===== src/shared/rsse_pkg.sv =====
// constants for the rotate, subtract, swap and sleep execution unit
// Function
// - rotate right shifts right, old carry into bit 7 and bit 0 into carry, no other flag.
// - destination bit 0 sends the result to the accumulator, 1 back to the file register.
// - the sleep instruction clears the watchdog counter and its prescaler.
// - sleep clears the power-down bit and sets the time-out bit, other status unchanged.
// - file minus accumulator clears carry if the accumulator is larger; digit carry alike.
// - literal minus accumulator goes to the accumulator, flags as for the file subtract.
// - borrow subtract takes file minus accumulator minus inverted carry, updating all flags.
// - nibble swap puts the low nibble of the file operand into the high nibble of the result.
package rsse_pkg;
    localparam int DATA_W = 8;
    localparam int NIB_W = 4;
    localparam int WCNT_W = 8;
    localparam int PRE_W = 8;
    localparam logic [7:0] ACC_RESET = 8'h00;
    localparam logic [7:0] WCNT_CLEAR = 8'h00;
    localparam logic [7:0] PRE_CLEAR = 8'h00;
    localparam logic DEST_ACC = 1'b0;
    localparam logic DEST_FILE = 1'b1;
    localparam logic TIMEOUT_RESET = 1'b1;
    localparam logic PWRDN_RESET = 1'b1;
    typedef enum logic [2:0] {
        rsse_nop_op,
        rotate_right_through_flag_op,
        subtract_acc_from_file_op,
        subtract_acc_from_literal_op,
        subtract_with_borrow_op,
        nibble_exchange_op,
        rsse_sleep_op
    } rsse_op_t;
endpackage


===== src/core/rsse_exec.sv =====
// execution unit for rotate right, subtracts, nibble swap and sleep entry
`timescale 1ns/10ps
module rsse_exec
    import rsse_pkg::*;
(
    // clock and reset
    input wire logic ref_clk,
    input wire logic arst_n,
    input wire logic clk_en,
    // instruction
    input wire logic exec_valid,
    input wire logic [2:0] exec_op,
    input wire logic dest_sel,
    input wire logic [7:0] file_in,
    input wire logic [7:0] literal_in,
    // flags from the status register
    input wire logic carry_in,
    // results
    output logic [7:0] acc,
    output logic [7:0] file_out,
    output logic file_we,
    output logic carry,
    output logic nibble_borrow_inverse_flag,
    output logic zero,
    output logic timeout_status_bit,
    output logic power_down_status_bit,
    output logic [7:0] watchdog_counter,
    output logic [7:0] watchdog_prescaler,
    output logic watchdog_clear
);
    rsse_op_t op;
    logic [7:0] next_result;
    logic [8:0] diff;
    logic [4:0] ndiff;
    logic [7:0] minuend;
    logic borrow_in;
    logic is_sub;
    logic has_dest;

    assign op = rsse_op_t'(exec_op);

    always_comb begin
        minuend = (op == subtract_acc_from_literal_op) ? literal_in : file_in;
        borrow_in = (op == subtract_with_borrow_op) ? ~carry_in : 1'b0;
        diff = {1'b0, minuend} - {1'b0, acc} - {8'h00, borrow_in};
        ndiff = {1'b0, minuend[3:0]} - {1'b0, acc[3:0]} - {4'h0, borrow_in};
        is_sub = (op == subtract_acc_from_file_op) || (op == subtract_acc_from_literal_op)
            || (op == subtract_with_borrow_op);
        has_dest = is_sub && (op != subtract_acc_from_literal_op)
            || (op == rotate_right_through_flag_op) || (op == nibble_exchange_op);
        case (op)
            rotate_right_through_flag_op: next_result = {carry_in, file_in[7:1]};
            nibble_exchange_op: next_result = {file_in[3:0], file_in[7:4]};
            default: next_result = diff[7:0];
        endcase
    end

    // destination steering
    always_ff @(posedge ref_clk or negedge arst_n) begin
        if (!arst_n) begin
            acc <= ACC_RESET;
            file_out <= 8'h00;
            file_we <= 1'b0;
        end else if (clk_en) begin
            file_we <= 1'b0;
            if (exec_valid && op == subtract_acc_from_literal_op) begin
                acc <= next_result;
            end else if (exec_valid && has_dest) begin
                if (dest_sel == DEST_ACC) begin
                    acc <= next_result;
                end else begin
                    file_out <= next_result;
                    file_we <= 1'b1;
                end
            end
        end
    end

    // arithmetic flags
    always_ff @(posedge ref_clk or negedge arst_n) begin
        if (!arst_n) begin
            carry <= 1'b0;
            nibble_borrow_inverse_flag <= 1'b0;
            zero <= 1'b0;
        end else if (clk_en) begin
            if (exec_valid && op == rotate_right_through_flag_op) begin
                carry <= file_in[0];
            end else if (exec_valid && is_sub) begin
                carry <= ~diff[8];
                nibble_borrow_inverse_flag <= ~ndiff[4];
                zero <= (diff[7:0] == 8'h00);
            end else begin
                carry <= carry_in;
            end
        end
    end

    // sleep entry
    always_ff @(posedge ref_clk or negedge arst_n) begin
        if (!arst_n) begin
            timeout_status_bit <= TIMEOUT_RESET;
            power_down_status_bit <= PWRDN_RESET;
            watchdog_counter <= WCNT_CLEAR;
            watchdog_prescaler <= PRE_CLEAR;
            watchdog_clear <= 1'b0;
        end else if (clk_en) begin
            watchdog_clear <= exec_valid && op == rsse_sleep_op;
            if (exec_valid && op == rsse_sleep_op) begin
                watchdog_counter <= WCNT_CLEAR;
                watchdog_prescaler <= PRE_CLEAR;
                timeout_status_bit <= 1'b1;
                power_down_status_bit <= 1'b0;
            end else begin
                watchdog_counter <= watchdog_counter + 8'h01;
                watchdog_prescaler <= watchdog_prescaler + 8'h01;
            end
        end
    end

    // checks: rotate
    rotate_carry_a: assert property (
        @(posedge ref_clk) disable iff (!arst_n)
        clk_en && exec_valid && op == rotate_right_through_flag_op
        |=> carry == $past(file_in[0]))
        else $error("rotate carry wrong");
    rotate_result_a: assert property (
        @(posedge ref_clk) disable iff (!arst_n)
        clk_en && exec_valid && op == rotate_right_through_flag_op && !dest_sel
        |=> acc == {$past(carry_in), $past(file_in[7:1])})
        else $error("rotate result wrong");
    rotate_file_a: assert property (
        @(posedge ref_clk) disable iff (!arst_n)
        clk_en && exec_valid && op == rotate_right_through_flag_op && dest_sel
        |=> file_out == {$past(carry_in), $past(file_in[7:1])})
        else $error("rotate file result wrong");
    rotate_flags_a: assert property (
        @(posedge ref_clk) disable iff (!arst_n)
        clk_en && exec_valid && op == rotate_right_through_flag_op
        |=> $stable(zero) && $stable(nibble_borrow_inverse_flag))
        else $error("rotate touched a flag");

    // checks: destination steering
    dest_file_a: assert property (
        @(posedge ref_clk) disable iff (!arst_n)
        clk_en && exec_valid && has_dest && dest_sel
        |=> file_we && $stable(acc))
        else $error("file destination not written");
    dest_acc_a: assert property (
        @(posedge ref_clk) disable iff (!arst_n)
        clk_en && exec_valid && has_dest && !dest_sel
        |=> !file_we && $stable(file_out))
        else $error("accumulator destination wrote file");

    // checks: sleep entry
    watchdog_cleared_a: assert property (
        @(posedge ref_clk) disable iff (!arst_n)
        clk_en && exec_valid && op == rsse_sleep_op
        |=> watchdog_counter == WCNT_CLEAR && watchdog_prescaler == PRE_CLEAR)
        else $error("watchdog not cleared");
    sleep_pulse_a: assert property (
        @(posedge ref_clk) disable iff (!arst_n)
        clk_en && exec_valid && op == rsse_sleep_op
        |=> watchdog_clear)
        else $error("watchdog clear pulse missing");
    sleep_status_a: assert property (
        @(posedge ref_clk) disable iff (!arst_n)
        clk_en && exec_valid && op == rsse_sleep_op
        |=> timeout_status_bit && !power_down_status_bit && $stable(zero))
        else $error("sleep status wrong");
    sleep_quiet_a: assert property (
        @(posedge ref_clk) disable iff (!arst_n)
        clk_en && exec_valid && op == rsse_sleep_op
        |=> $stable(acc) && !file_we && $stable(nibble_borrow_inverse_flag))
        else $error("sleep changed other state");

    // checks: file minus accumulator
    sub_carry_a: assert property (
        @(posedge ref_clk) disable iff (!arst_n)
        clk_en && exec_valid && op == subtract_acc_from_file_op
        |=> carry == ($past(acc) <= $past(file_in)))
        else $error("subtract carry wrong");
    sub_nibble_a: assert property (
        @(posedge ref_clk) disable iff (!arst_n)
        clk_en && exec_valid && op == subtract_acc_from_file_op
        |=> nibble_borrow_inverse_flag == ($past(acc[3:0]) <= $past(file_in[3:0])))
        else $error("subtract nibble flag wrong");
    sub_result_a: assert property (
        @(posedge ref_clk) disable iff (!arst_n)
        clk_en && exec_valid && op == subtract_acc_from_file_op && dest_sel
        |=> file_out == 8'($past(file_in) - $past(acc)))
        else $error("subtract result wrong");
    file_zero_a: assert property (
        @(posedge ref_clk) disable iff (!arst_n)
        clk_en && exec_valid && op == subtract_acc_from_file_op
        |=> zero == ($past(file_in) == $past(acc)))
        else $error("subtract zero wrong");

    // checks: literal minus accumulator
    lit_result_a: assert property (
        @(posedge ref_clk) disable iff (!arst_n)
        clk_en && exec_valid && op == subtract_acc_from_literal_op
        |=> acc == 8'($past(literal_in) - $past(acc)))
        else $error("literal subtract wrong");
    lit_flags_a: assert property (
        @(posedge ref_clk) disable iff (!arst_n)
        clk_en && exec_valid && op == subtract_acc_from_literal_op
        |=> carry == ($past(acc) <= $past(literal_in))
        && nibble_borrow_inverse_flag == ($past(acc[3:0]) <= $past(literal_in[3:0])))
        else $error("literal subtract flags wrong");
    lit_no_write_a: assert property (
        @(posedge ref_clk) disable iff (!arst_n)
        clk_en && exec_valid && op == subtract_acc_from_literal_op
        |=> !file_we)
        else $error("literal subtract wrote file");
    lit_zero_a: assert property (
        @(posedge ref_clk) disable iff (!arst_n)
        clk_en && exec_valid && op == subtract_acc_from_literal_op
        |=> zero == ($past(literal_in) == $past(acc)))
        else $error("literal zero wrong");

    // checks: subtract with borrow
    borrow_carry_a: assert property (
        @(posedge ref_clk) disable iff (!arst_n)
        clk_en && exec_valid && op == subtract_with_borrow_op
        |=> carry == ({1'b0, $past(acc)} + {8'h00, ~$past(carry_in)} <= {1'b0, $past(file_in)}))
        else $error("borrow carry wrong");
    borrow_result_a: assert property (
        @(posedge ref_clk) disable iff (!arst_n)
        clk_en && exec_valid && op == subtract_with_borrow_op && dest_sel
        |=> file_out == 8'($past(file_in) - $past(acc) - {7'h00, ~$past(carry_in)}))
        else $error("borrow result wrong");
    sub_zero_a: assert property (
        @(posedge ref_clk) disable iff (!arst_n)
        clk_en && exec_valid && op == subtract_with_borrow_op
        |=> zero == (8'($past(file_in) - $past(acc) - {7'h00, ~$past(carry_in)}) == 8'h00))
        else $error("zero flag wrong");

    // checks: nibble swap
    swap_result_a: assert property (
        @(posedge ref_clk) disable iff (!arst_n)
        clk_en && exec_valid && op == nibble_exchange_op && dest_sel
        |=> file_out == {$past(file_in[3:0]), $past(file_in[7:4])} && $stable(zero))
        else $error("swap wrong");
    swap_acc_a: assert property (
        @(posedge ref_clk) disable iff (!arst_n)
        clk_en && exec_valid && op == nibble_exchange_op && !dest_sel
        |=> acc == {$past(file_in[3:0]), $past(file_in[7:4])}
        && $stable(nibble_borrow_inverse_flag))
        else $error("swap to accumulator wrong");

    // checks: clock enable low holds acc, file_we, carry, zero, watchdog_counter and the time-out bit
    frozen_state_a: assert property (
        @(posedge ref_clk) disable iff (!arst_n)
        !clk_en
        |=> $stable(acc) && $stable(file_we) && $stable(carry) && $stable(zero)
        && $stable(watchdog_counter) && $stable(timeout_status_bit))
        else $error("state moved while frozen");
endmodule


===== config.mk =====
export PLATFORM = sky130hd
export DESIGN_NAME = rsse_exec
export DESIGN_NICKNAME = d
export VERILOG_FILES = /design/src/shared/rsse_pkg.sv /design/src/core/rsse_exec.sv
export SDC_FILE = /design/constraint.sdc
export NUM_CORES = 1
export LEC_CHECK = 0
export BUFFER_PORTS_ARGS = -buffer_cell sky130_fd_sc_hd__buf_2
export CAP_MARGIN = 0
export CELL_PAD_IN_SITES_DETAIL_PLACEMENT = 2
export CELL_PAD_IN_SITES_GLOBAL_PLACEMENT = 2
export CORE_MARGIN = 3
export CORE_UTILIZATION = 32
export CTS_CLUSTER_SIZE = 30
export DETAILED_ROUTE_END_ITERATION = 8
export HOLD_SLACK_MARGIN = 0.06
export PLACE_DENSITY_LB_ADDON = 0.1
export SYNTH_ARGS = -nofsm -noshare
export SYNTH_HDL_FRONTEND = slang
export SYNTH_SLANG_ARGS = --single-unit

===== constraint.sdc =====
create_clock -name ref_clk -period 3.4 [get_ports ref_clk]
set_clock_uncertainty 0.05 [all_clocks]
set_input_delay 0.34 -clock ref_clk [delete_from_list [all_inputs] [get_ports ref_clk]]
set_output_delay 0.34 -clock ref_clk [all_outputs]
set_load 0.01 [all_outputs]

* Yosys cells after proc, flatten, opt, wreduce, memory -nomap -nowiden
Cells that the tools add are included. Widths: inputs -> output; s select.
Storage, ports and cells: register bits 38, input port bits 25, output and inout port bits 39, logic and storage cells 58
Operators by class: add/subtract/negate cells 6, equality and inequality tests 8, muxes and demuxes 13, bitwise logic cells 5, reduce and logical (&&, ||, !) cells 16
Operator list (count):
- $mux 8 | 6
- $add 8x1->8 const B | 2
- $pmux 8 s2 | 1
- $eq 3x3->1 const B | 3
- $sub 8x8->9 | 1
- $sub 9x1->9 | 1
- $logic_not 8->1 | 1
- $eq 3x2->1 const B | 2
- $logic_and 1x1->1 | 6
- $mux 1 | 6
- $reduce_and 3->1 | 2
- $not 1->1 | 5
- $sub 4x4->5 | 1
- $sub 5x1->5 | 1
- $logic_or 1x1->1 | 4
- $reduce_and 4->1 | 1
- $eq 3x1->1 const B | 1
- $ne 3x2->1 const B | 1
- $ne 2x1->1 const B | 1
- $reduce_and 2->1 | 1
- $reduce_bool 2->1 | 1

* Logic depth before layout (Yosys ltp)
Gate-level depths: netlist of run 1.
depth in word-level cells 9, depth in mapped cells 13, gate-level depth less buffers 12

* Worst setup path after synthesis of run 1
Ideal clock, no wire load.
path type input-to-reg, start point input exec_op[2], end point register carry, library setup time 0.137 ns, arrival time 2.775 ns, required time 3.213 ns, path slack 0.438 ns, stages 13, path buffers 2, cell sequence buf_6 nand3b_4 buf_8 mux2i_1 fa_1 inv_1 fa_1 nand2b_1 a21oi_1 o21ai_0 a21o_1 a2111oi_0 nor4_1
Between the ends: cells in the longest elaborated chain, start to end 7
Ends and longest elaborated chain:
- from (decl) | line rsse_exec.sv:12 | input wire logic [2:0] exec_op,
- $eq 3x2->1 | line rsse_exec.sv:43, rsse_exec.sv:47
- $mux 8 | line rsse_exec.sv:43 | minuend = (op == subtract_acc_from_literal_op) ? literal_in : file_in;
- $sub 8x8->9 | line rsse_exec.sv:45 | diff = {1'b0, minuend} - {1'b0, acc} - {8'h00, borrow_in};
- $sub 9x1->9 | line rsse_exec.sv:45
- $not 1->1 | line rsse_exec.sv:89 | carry <= ~diff[8];
- $mux 1 | line rsse_exec.sv:88 | end else if (exec_valid && is_sub) begin
- $mux 1 * | line rsse_exec.sv:86 | if (exec_valid && op == rotate_right_through_flag_op) begin
- to (signal assigned) | line rsse_exec.sv:87 | carry <= file_in[0];
- to (signal assigned) | line rsse_exec.sv:89
- to (signal assigned) | line rsse_exec.sv:93 | carry <= carry_in;
- to (decl) | line rsse_exec.sv:22 | output logic carry,
Every way passes the cells marked *; elsewhere a longest branch is shown, timed or not. A chain may end at the register's enable or synchronous reset.

* Worst setup path after layout of run 1
start point input exec_op[1], end point register carry
The elaborated chain is that of the path after synthesis.

==> impl_results.md, run 1 <==
* Outcome: complete, no violations
* CP Data Required Time at 3.50 ns
* Ys async rst share at 1.00
* Global placement routability congestion at 0.855
* Setup_tns at 0 ns
* Filler cell count at 863
* VDD IR-drop max at 0.279 mV
* Commonest cells post-synth: dfrtp_1, nand2_1, inv_1
* Clk buf depth at 2
* Crit end category: flip-flop
* Kind of critical path: input port to flip-flop
* Slew Limit Fails at 0
* Max stage delay on crit path at 0.46 ns
* Cell Pwr Density at 766 nW/um2
* Worst path slowest cell: a2111oi_0
* Worst-Margin Slew at 0.885 ns
* Setup Fix Bufs, Post-CTS at 0
* Setup-failing EPs final at 0
* Row count at 31
* Via count at 2094
* #FFs+latches synth at 38
* Top cell family by delay on the critical path: compound AO/OA/AOI/OAI gates
* Hold_buf cts at 0
* Core region area at 7370 um2
* Post-CTS sizing at 0
* First drt pass iteration count at 4
* Most used cell, CP: fa_1
* RSZ-0062 raised after global routing: no
* Final Hold Violating Endpoints at 0
* Largest net degree at the start of global routing at 39
* Residual DRC at 0
* Relative slew slack at 0.410
* Chip Width at 93.8 um
* All-Layer GR Usage at 0.172
* Dpl cell area at 2850 um2
* Antenna-violating nets left at 0
* Synth top area share at 0.375
* Routed Wire Length at 7.23 mm
* Final std cells w/o fill at 425
* Growth of design area from synthesis to finish at 18.9%
* WL/cell at 17.0 um
* Port bufs at 62
* Layout cells sized above 1 at 0.273
* Total power draw at 2.25 mW
* Sequential-to-total area share from yosys stat at 0.386
* FF+latch area at 952 um2
* Antenna diodes at 0
* CP Data Arrival Time at 3.00 ns
* Synth top area cells: dfrtp_1, ha_1, mux2i_1
* Mapped Nets at 306
* Die area at 8800 um2
* Max Cap Viol at 0
* Root Buffer: clkbuf_8
* Setup ws final at 0.506 ns
* Cell taking the most area after synthesis: dfrtp_1
* Cell Count Post-Placement at 417
* Primary FF master, synth: dfrtp_1
* Synth Cell Area at 2470 um2
* Clk sink count at 38
* Initial core utilization at 0.335
* Multi-input combinational cell area at 1360 um2
* Avg Cell Area, Syn at 9.32 um2
* Antenna violations before repair at 0
* WP buf/inv at 2
* Final nets at 366
* Count leader, synth: dfrtp_1
* Vias/cell at 4.93
* Min-Delay Path Class: input port to asynchronous set/reset pin
* Finished Cell Area at 2940 um2
* Clk_lat worst skew at 0.28 ns
* CTS tree: done
* I/O pin count at 64
* Dpl hpwl at 5.79 mm
* P_leak at 1.48 nW
* Post-Syn Instances at 265
* DP Worst Slack at 0.187 ns
* Die Y at 93.8 um
* Global-route wire length before repair at 11.8 mm
* Ys Warns at 0
* Initial DRC Count at 55
* Vias in the first global route at 2235
* Total gr overflow at 0
* Final period util at 0.851
* Post-layout minimum cycle time at 2.89 ns
* Htree depth at 2
* Max Fanout on Critical Path at 10
* Reg clk slew, reported paths at 0.08 ns
* Critical path cell sequence: buf_2, nand3b_4, mux2i_1, fa_1, inv_1, fa_1, nand2b_1, a21oi_1, o21ai_0, a21o_1, a2111oi_0, nor4_1
* Count of cell types in the netlist at 49
* Fmax at 0.346 GHz
* CTS Buf Count at 5
* Startpoint Class: input port
* EDFF count, synth at 0
==> routing by layer <==
| metal | vias up | global-route usage | share of wire |
|---|---|---|---|
| met5 | - | 0 | 0 |
| met4 | 0 | 0.0253 | 0.0050 |
| met3 | 5 | 0.0345 | 0.034 |
| met2 | 38 | 0.266 | 0.45 |
| met1 | 1032 | 0.252 | 0.51 |
| li1 | 1019 | - | - |
==> final cells by class <==
type                    instances  area share
multi-input cells             193       0.464
repair buffers                 65       0.113
clock inverters                 2     0.00341
well taps                      99      0.0422
flip-flops and latches         38       0.324
clock buffers                   6      0.0247
inverters                      22      0.0281
==> layout by cell type, fill, tap and decap left out, drive strengths merged, types with 7 or more instances in the layout <==
cell | netlist | final
dfrtp | 37 | 37
ha | 14 | 14
nor2 | 20 | 20
inv | 22 | 22
o21ai | 21 | 21
mux2 | 12 | 12
mux2i | 15 | 15
nand2 | 33 | 33
buf | 6 | 65
a21oi | 13 | 13
xnor2 | 7 | 7
==> state kept, by name, indices dropped and copies added (netlist names) <==
name                        count
power_down_status_bit           1
file_we                         1
nibble_borrow_inverse_flag      1
file_out                        8
acc                             8
zero                            1
watchdog_counter                8
carry                           1
watchdog_clear                  1
watchdog_prescaler              8
==> per-stage QoR <==
stage               utilization  hold slack [ns]
finish                    0.398            0.119
global route              0.398            0.173
CTS                       0.398            0.153
detailed placement        0.387            0.418
global placement          0.387            0.412
floorplan                     -         -0.00559
==> cells by family after synthesis <==
| kind of cell | Yosys count | synth area share |
|---|---|---|
| adder cells (fa/ha/maj) | 16 | 0.0872 |
| multiplexers | 27 | 0.116 |
| AND/OR/NAND/NOR | 85 | 0.175 |
| flip-flops | 38 | 0.386 |
| XOR/XNOR | 13 | 0.0461 |
| other | 1 | 0.00152 |
| AO/OA/AOI/OAI | 51 | 0.126 |
| buffers and inverters | 34 | 0.0628 |
==> path summary, 6_finish.rpt <==
kind                                                   startpoint                                      to  slack [ns]  depth (start not counted)
min                                                        arst_n                       carry$_DFFE_PN0P_        0.12                          1
max in group asynchronous                                  arst_n                      acc[5]$_DFFE_PN0P_        2.61                          1
max                                                    exec_op[1]                       carry$_DFFE_PN0P_        0.51                         12
max reg2reg                                    acc[4]$_DFFE_PN0P_                 file_out[7]$_DFFE_PN0P_        0.78                          9
min in group ref_clk       nibble_borrow_inverse_flag$_DFFE_PN0P_  nibble_borrow_inverse_flag$_DFFE_PN0P_        0.43                          2
min reg2reg                nibble_borrow_inverse_flag$_DFFE_PN0P_  nibble_borrow_inverse_flag$_DFFE_PN0P_        0.43                          2
==> report_power, final <==
group | leakage [nW] | total (mW) | switching (mW) | internal, mW
combinational | 0.957 | 1.20 | 0.684 | 0.512
clock | 0.0450 | 0.303 | 0.160 | 0.142
sequential | 0.473 | 0.749 | 0.142 | 0.607
==> worst register-to-register path, stage by stage, from the launching register on <==
cell      delay, ns
dfrtp_1        0.42
ha_1           0.29
inv_1          0.04
ha_1           0.34
a21oi_1        0.20
nor2_1         0.08
a211oi_1       0.42
and3_4         0.28
o31ai_2        0.08
mux2_1         0.31
Power figures use the tool's default switching activity.
==> inputs of run 2 (changes only) <==
CORE_UTILIZATION = 29   (was 32)
clock period = 2.5 ns   (was 3.4 ns; I/O delays follow)
==> impl_results.md, run 2 (synthesis results as in run 1) <==
* Outcome: complete, no violations
* Antenna violations before repair at 0
* Cell Count Post-Placement at 451
* Total gr overflow at 0
* First drt pass iteration count at 4
* Final Hold Violating Endpoints at 0
* Htree depth at 2
* Final period util at 0.975
* Crit end category: flip-flop
* Row count at 33
* I/O pin count at 64
* Reg2reg start: acc[0]$_DFFE_PN0P_
* Startpoint Class: input port
* Residual DRC at 0
* Vias in the first global route at 2468
* Dpl hpwl at 6.24 mm
* FF-to-FF setup slack at 0.09 ns
* Antenna-violating nets left at 0
* Reg power frac at 0.277
* Final Core Density at 0.415
* Max Fanout on Critical Path at 6
* VDD IR-drop max at 0.484 mV
* DP Worst Slack at -0.266 ns
* Slew Limit Fails at 0
* Initial core utilization at 0.299
* Worst hold path startpoint: exec_valid
* Global placement routability congestion at 0.846
* CTS tree: done
* Vias/cell at 4.88
* Hold_ws at 0.329 ns
* Port bufs at 62
* Filler cell count at 920
* Psw at 1.57 mW
* Worst flop-to-flop path endpoint: acc[7]$_DFFE_PN0P_
* Kind of critical path: input port to flip-flop
* Setup_tns at 0 ns
* Reg clk slew, reported paths at 0.09 ns
* Most frequent cells in the layout: buf_2, dfrtp_1, buf_4
* Final std cells w/o fill at 465
* Finished Cell Area at 3430 um2
* Fmax at 0.410 GHz
* Clk buf depth at 2
* Multi-input combinational cell area at 1550 um2
* Cell Pwr Density at 1080 nW/um2
* WHS Endpoint: carry$_DFFE_PN0P_
* CP Data Required Time at 2.64 ns
* Post-layout minimum cycle time at 2.44 ns
* All-Layer GR Usage at 0.167
* Global-route wire length before repair at 12.8 mm
* CTS Buf Count at 5
* Routed Wire Length at 8.06 mm
* R2R cell count at 9
* Worst-Margin Slew at 0.687 ns
* Chip Width at 98.3 um
* Largest net degree at the start of global routing at 29
* CP Data Arrival Time at 2.58 ns
* Max Cap Viol at 0
* Internal power at 2.12 mW
* Die Y at 98.3 um
* Relative slew slack at 0.542
* Total power draw at 3.69 mW
* Die area at 9660 um2
* Setup ws final at 0.0633 ns
* Initial DRC Count at 37
* Root Buffer: clkbuf_8
* Setup-failing EPs final at 0
* Via count at 2271
* P_leak at 1.69 nW
* Antenna diodes at 0
* FF+latch area at 952 um2
* Layout cells sized above 1 at 0.400
* Sw Share at 0.426
* Min-Delay Path Class: input port to flip-flop
* Growth of design area from synthesis to finish at 38.8%
* Clock share of power at 0.128
* Clk_lat worst skew at 0.30 ns
* Dpl cell area at 3120 um2
* Clk sink count at 38
* Final nets at 400
* Core region area at 8260 um2
* WHS Path Cells at 4
* Combinational fraction of design power at 0.595
* WL/cell at 17.3 um
* Commonest non-fill, non-tap cell in the layout: buf_2
run 2: cell types whose count changed in the layout (fill, tap and decap cells not counted), moves of 3 or more:
cell / previous run / this run
ha_4: 0 / 4
ha_1: 14 / 10
buf_4: 3 / 34
a21oi_4: 0 / 3
run 2: final cells by class:
| class | count | share of cell area |
|---|---|---|
| clock buffers | 6 | 0.0241 |
| well taps | 105 | 0.0383 |
| clock inverters | 2 | 0.00365 |
| multi-input cells | 193 | 0.452 |
| inverters | 22 | 0.0241 |
| repair buffers | 99 | 0.180 |
| flip-flops and latches | 38 | 0.278 |
run 2: how the worst max path moves through the flow:
stage | endpoint | from | cells after the start
finish | acc[7]$_DFFE_PN0P_ | exec_op[2] | 12
global route | carry$_DFFE_PN0P_ | exec_op[0] | 14
CTS | acc[7]$_DFFE_PN0P_ | exec_op[2] | 12
detailed placement | carry$_DFFE_PN0P_ | exec_op[0] | 14
global placement | carry$_DFFE_PN0P_ | exec_op[0] | 14
floorplan | file_out[7]$_DFFE_PN0P_ | exec_op[2] | 13
run 2: power by group through the flow:
stage	Clock (mW)	Combinational [mW]	Sequential [mW]
6_report	0.473	2.19	1.02
5_1_grt	0.511	2.45	1.07
4_1_cts	0.489	1.97	1.03
3_5_place_dp	0	1.95	1.04
3_3_place_gp	0	1.89	1.04
2_1_floorplan	0	1.06	1.09
run 2: timing repair:
action / 4_1_cts / 5_1_grt
hold endpoints to repair: 25 / 0
resized for setup: 0 / 27
setup endpoints to repair: 0 / 10
hold buffers: 1 / 0
buffers inserted: 0 / 5
run 2: critical path, cell delays in order:
cell and delay [ns]:
buf_6 0.10, nand3b_4 0.21, mux2i_4 0.23, fa_2 0.34
inv_2 0.10, ha_4 0.13, nand2b_4 0.13, o211ai_1 0.12
or3_4 0.40, a21oi_4 0.19, o31ai_4 0.09, mux2_4 0.29
run 2: layer usage:
| layer | GRT usage | routed length, um | up-vias |
|---|---|---|---|
| li1 | - | - | 1089 |
| met4 | 0.0368 | 82 | 0 |
| met5 | 0 | 0 | - |
| met3 | 0.0307 | 337 | 10 |
| met2 | 0.305 | 4290 | 49 |
| met1 | 0.203 | 3360 | 1123 |
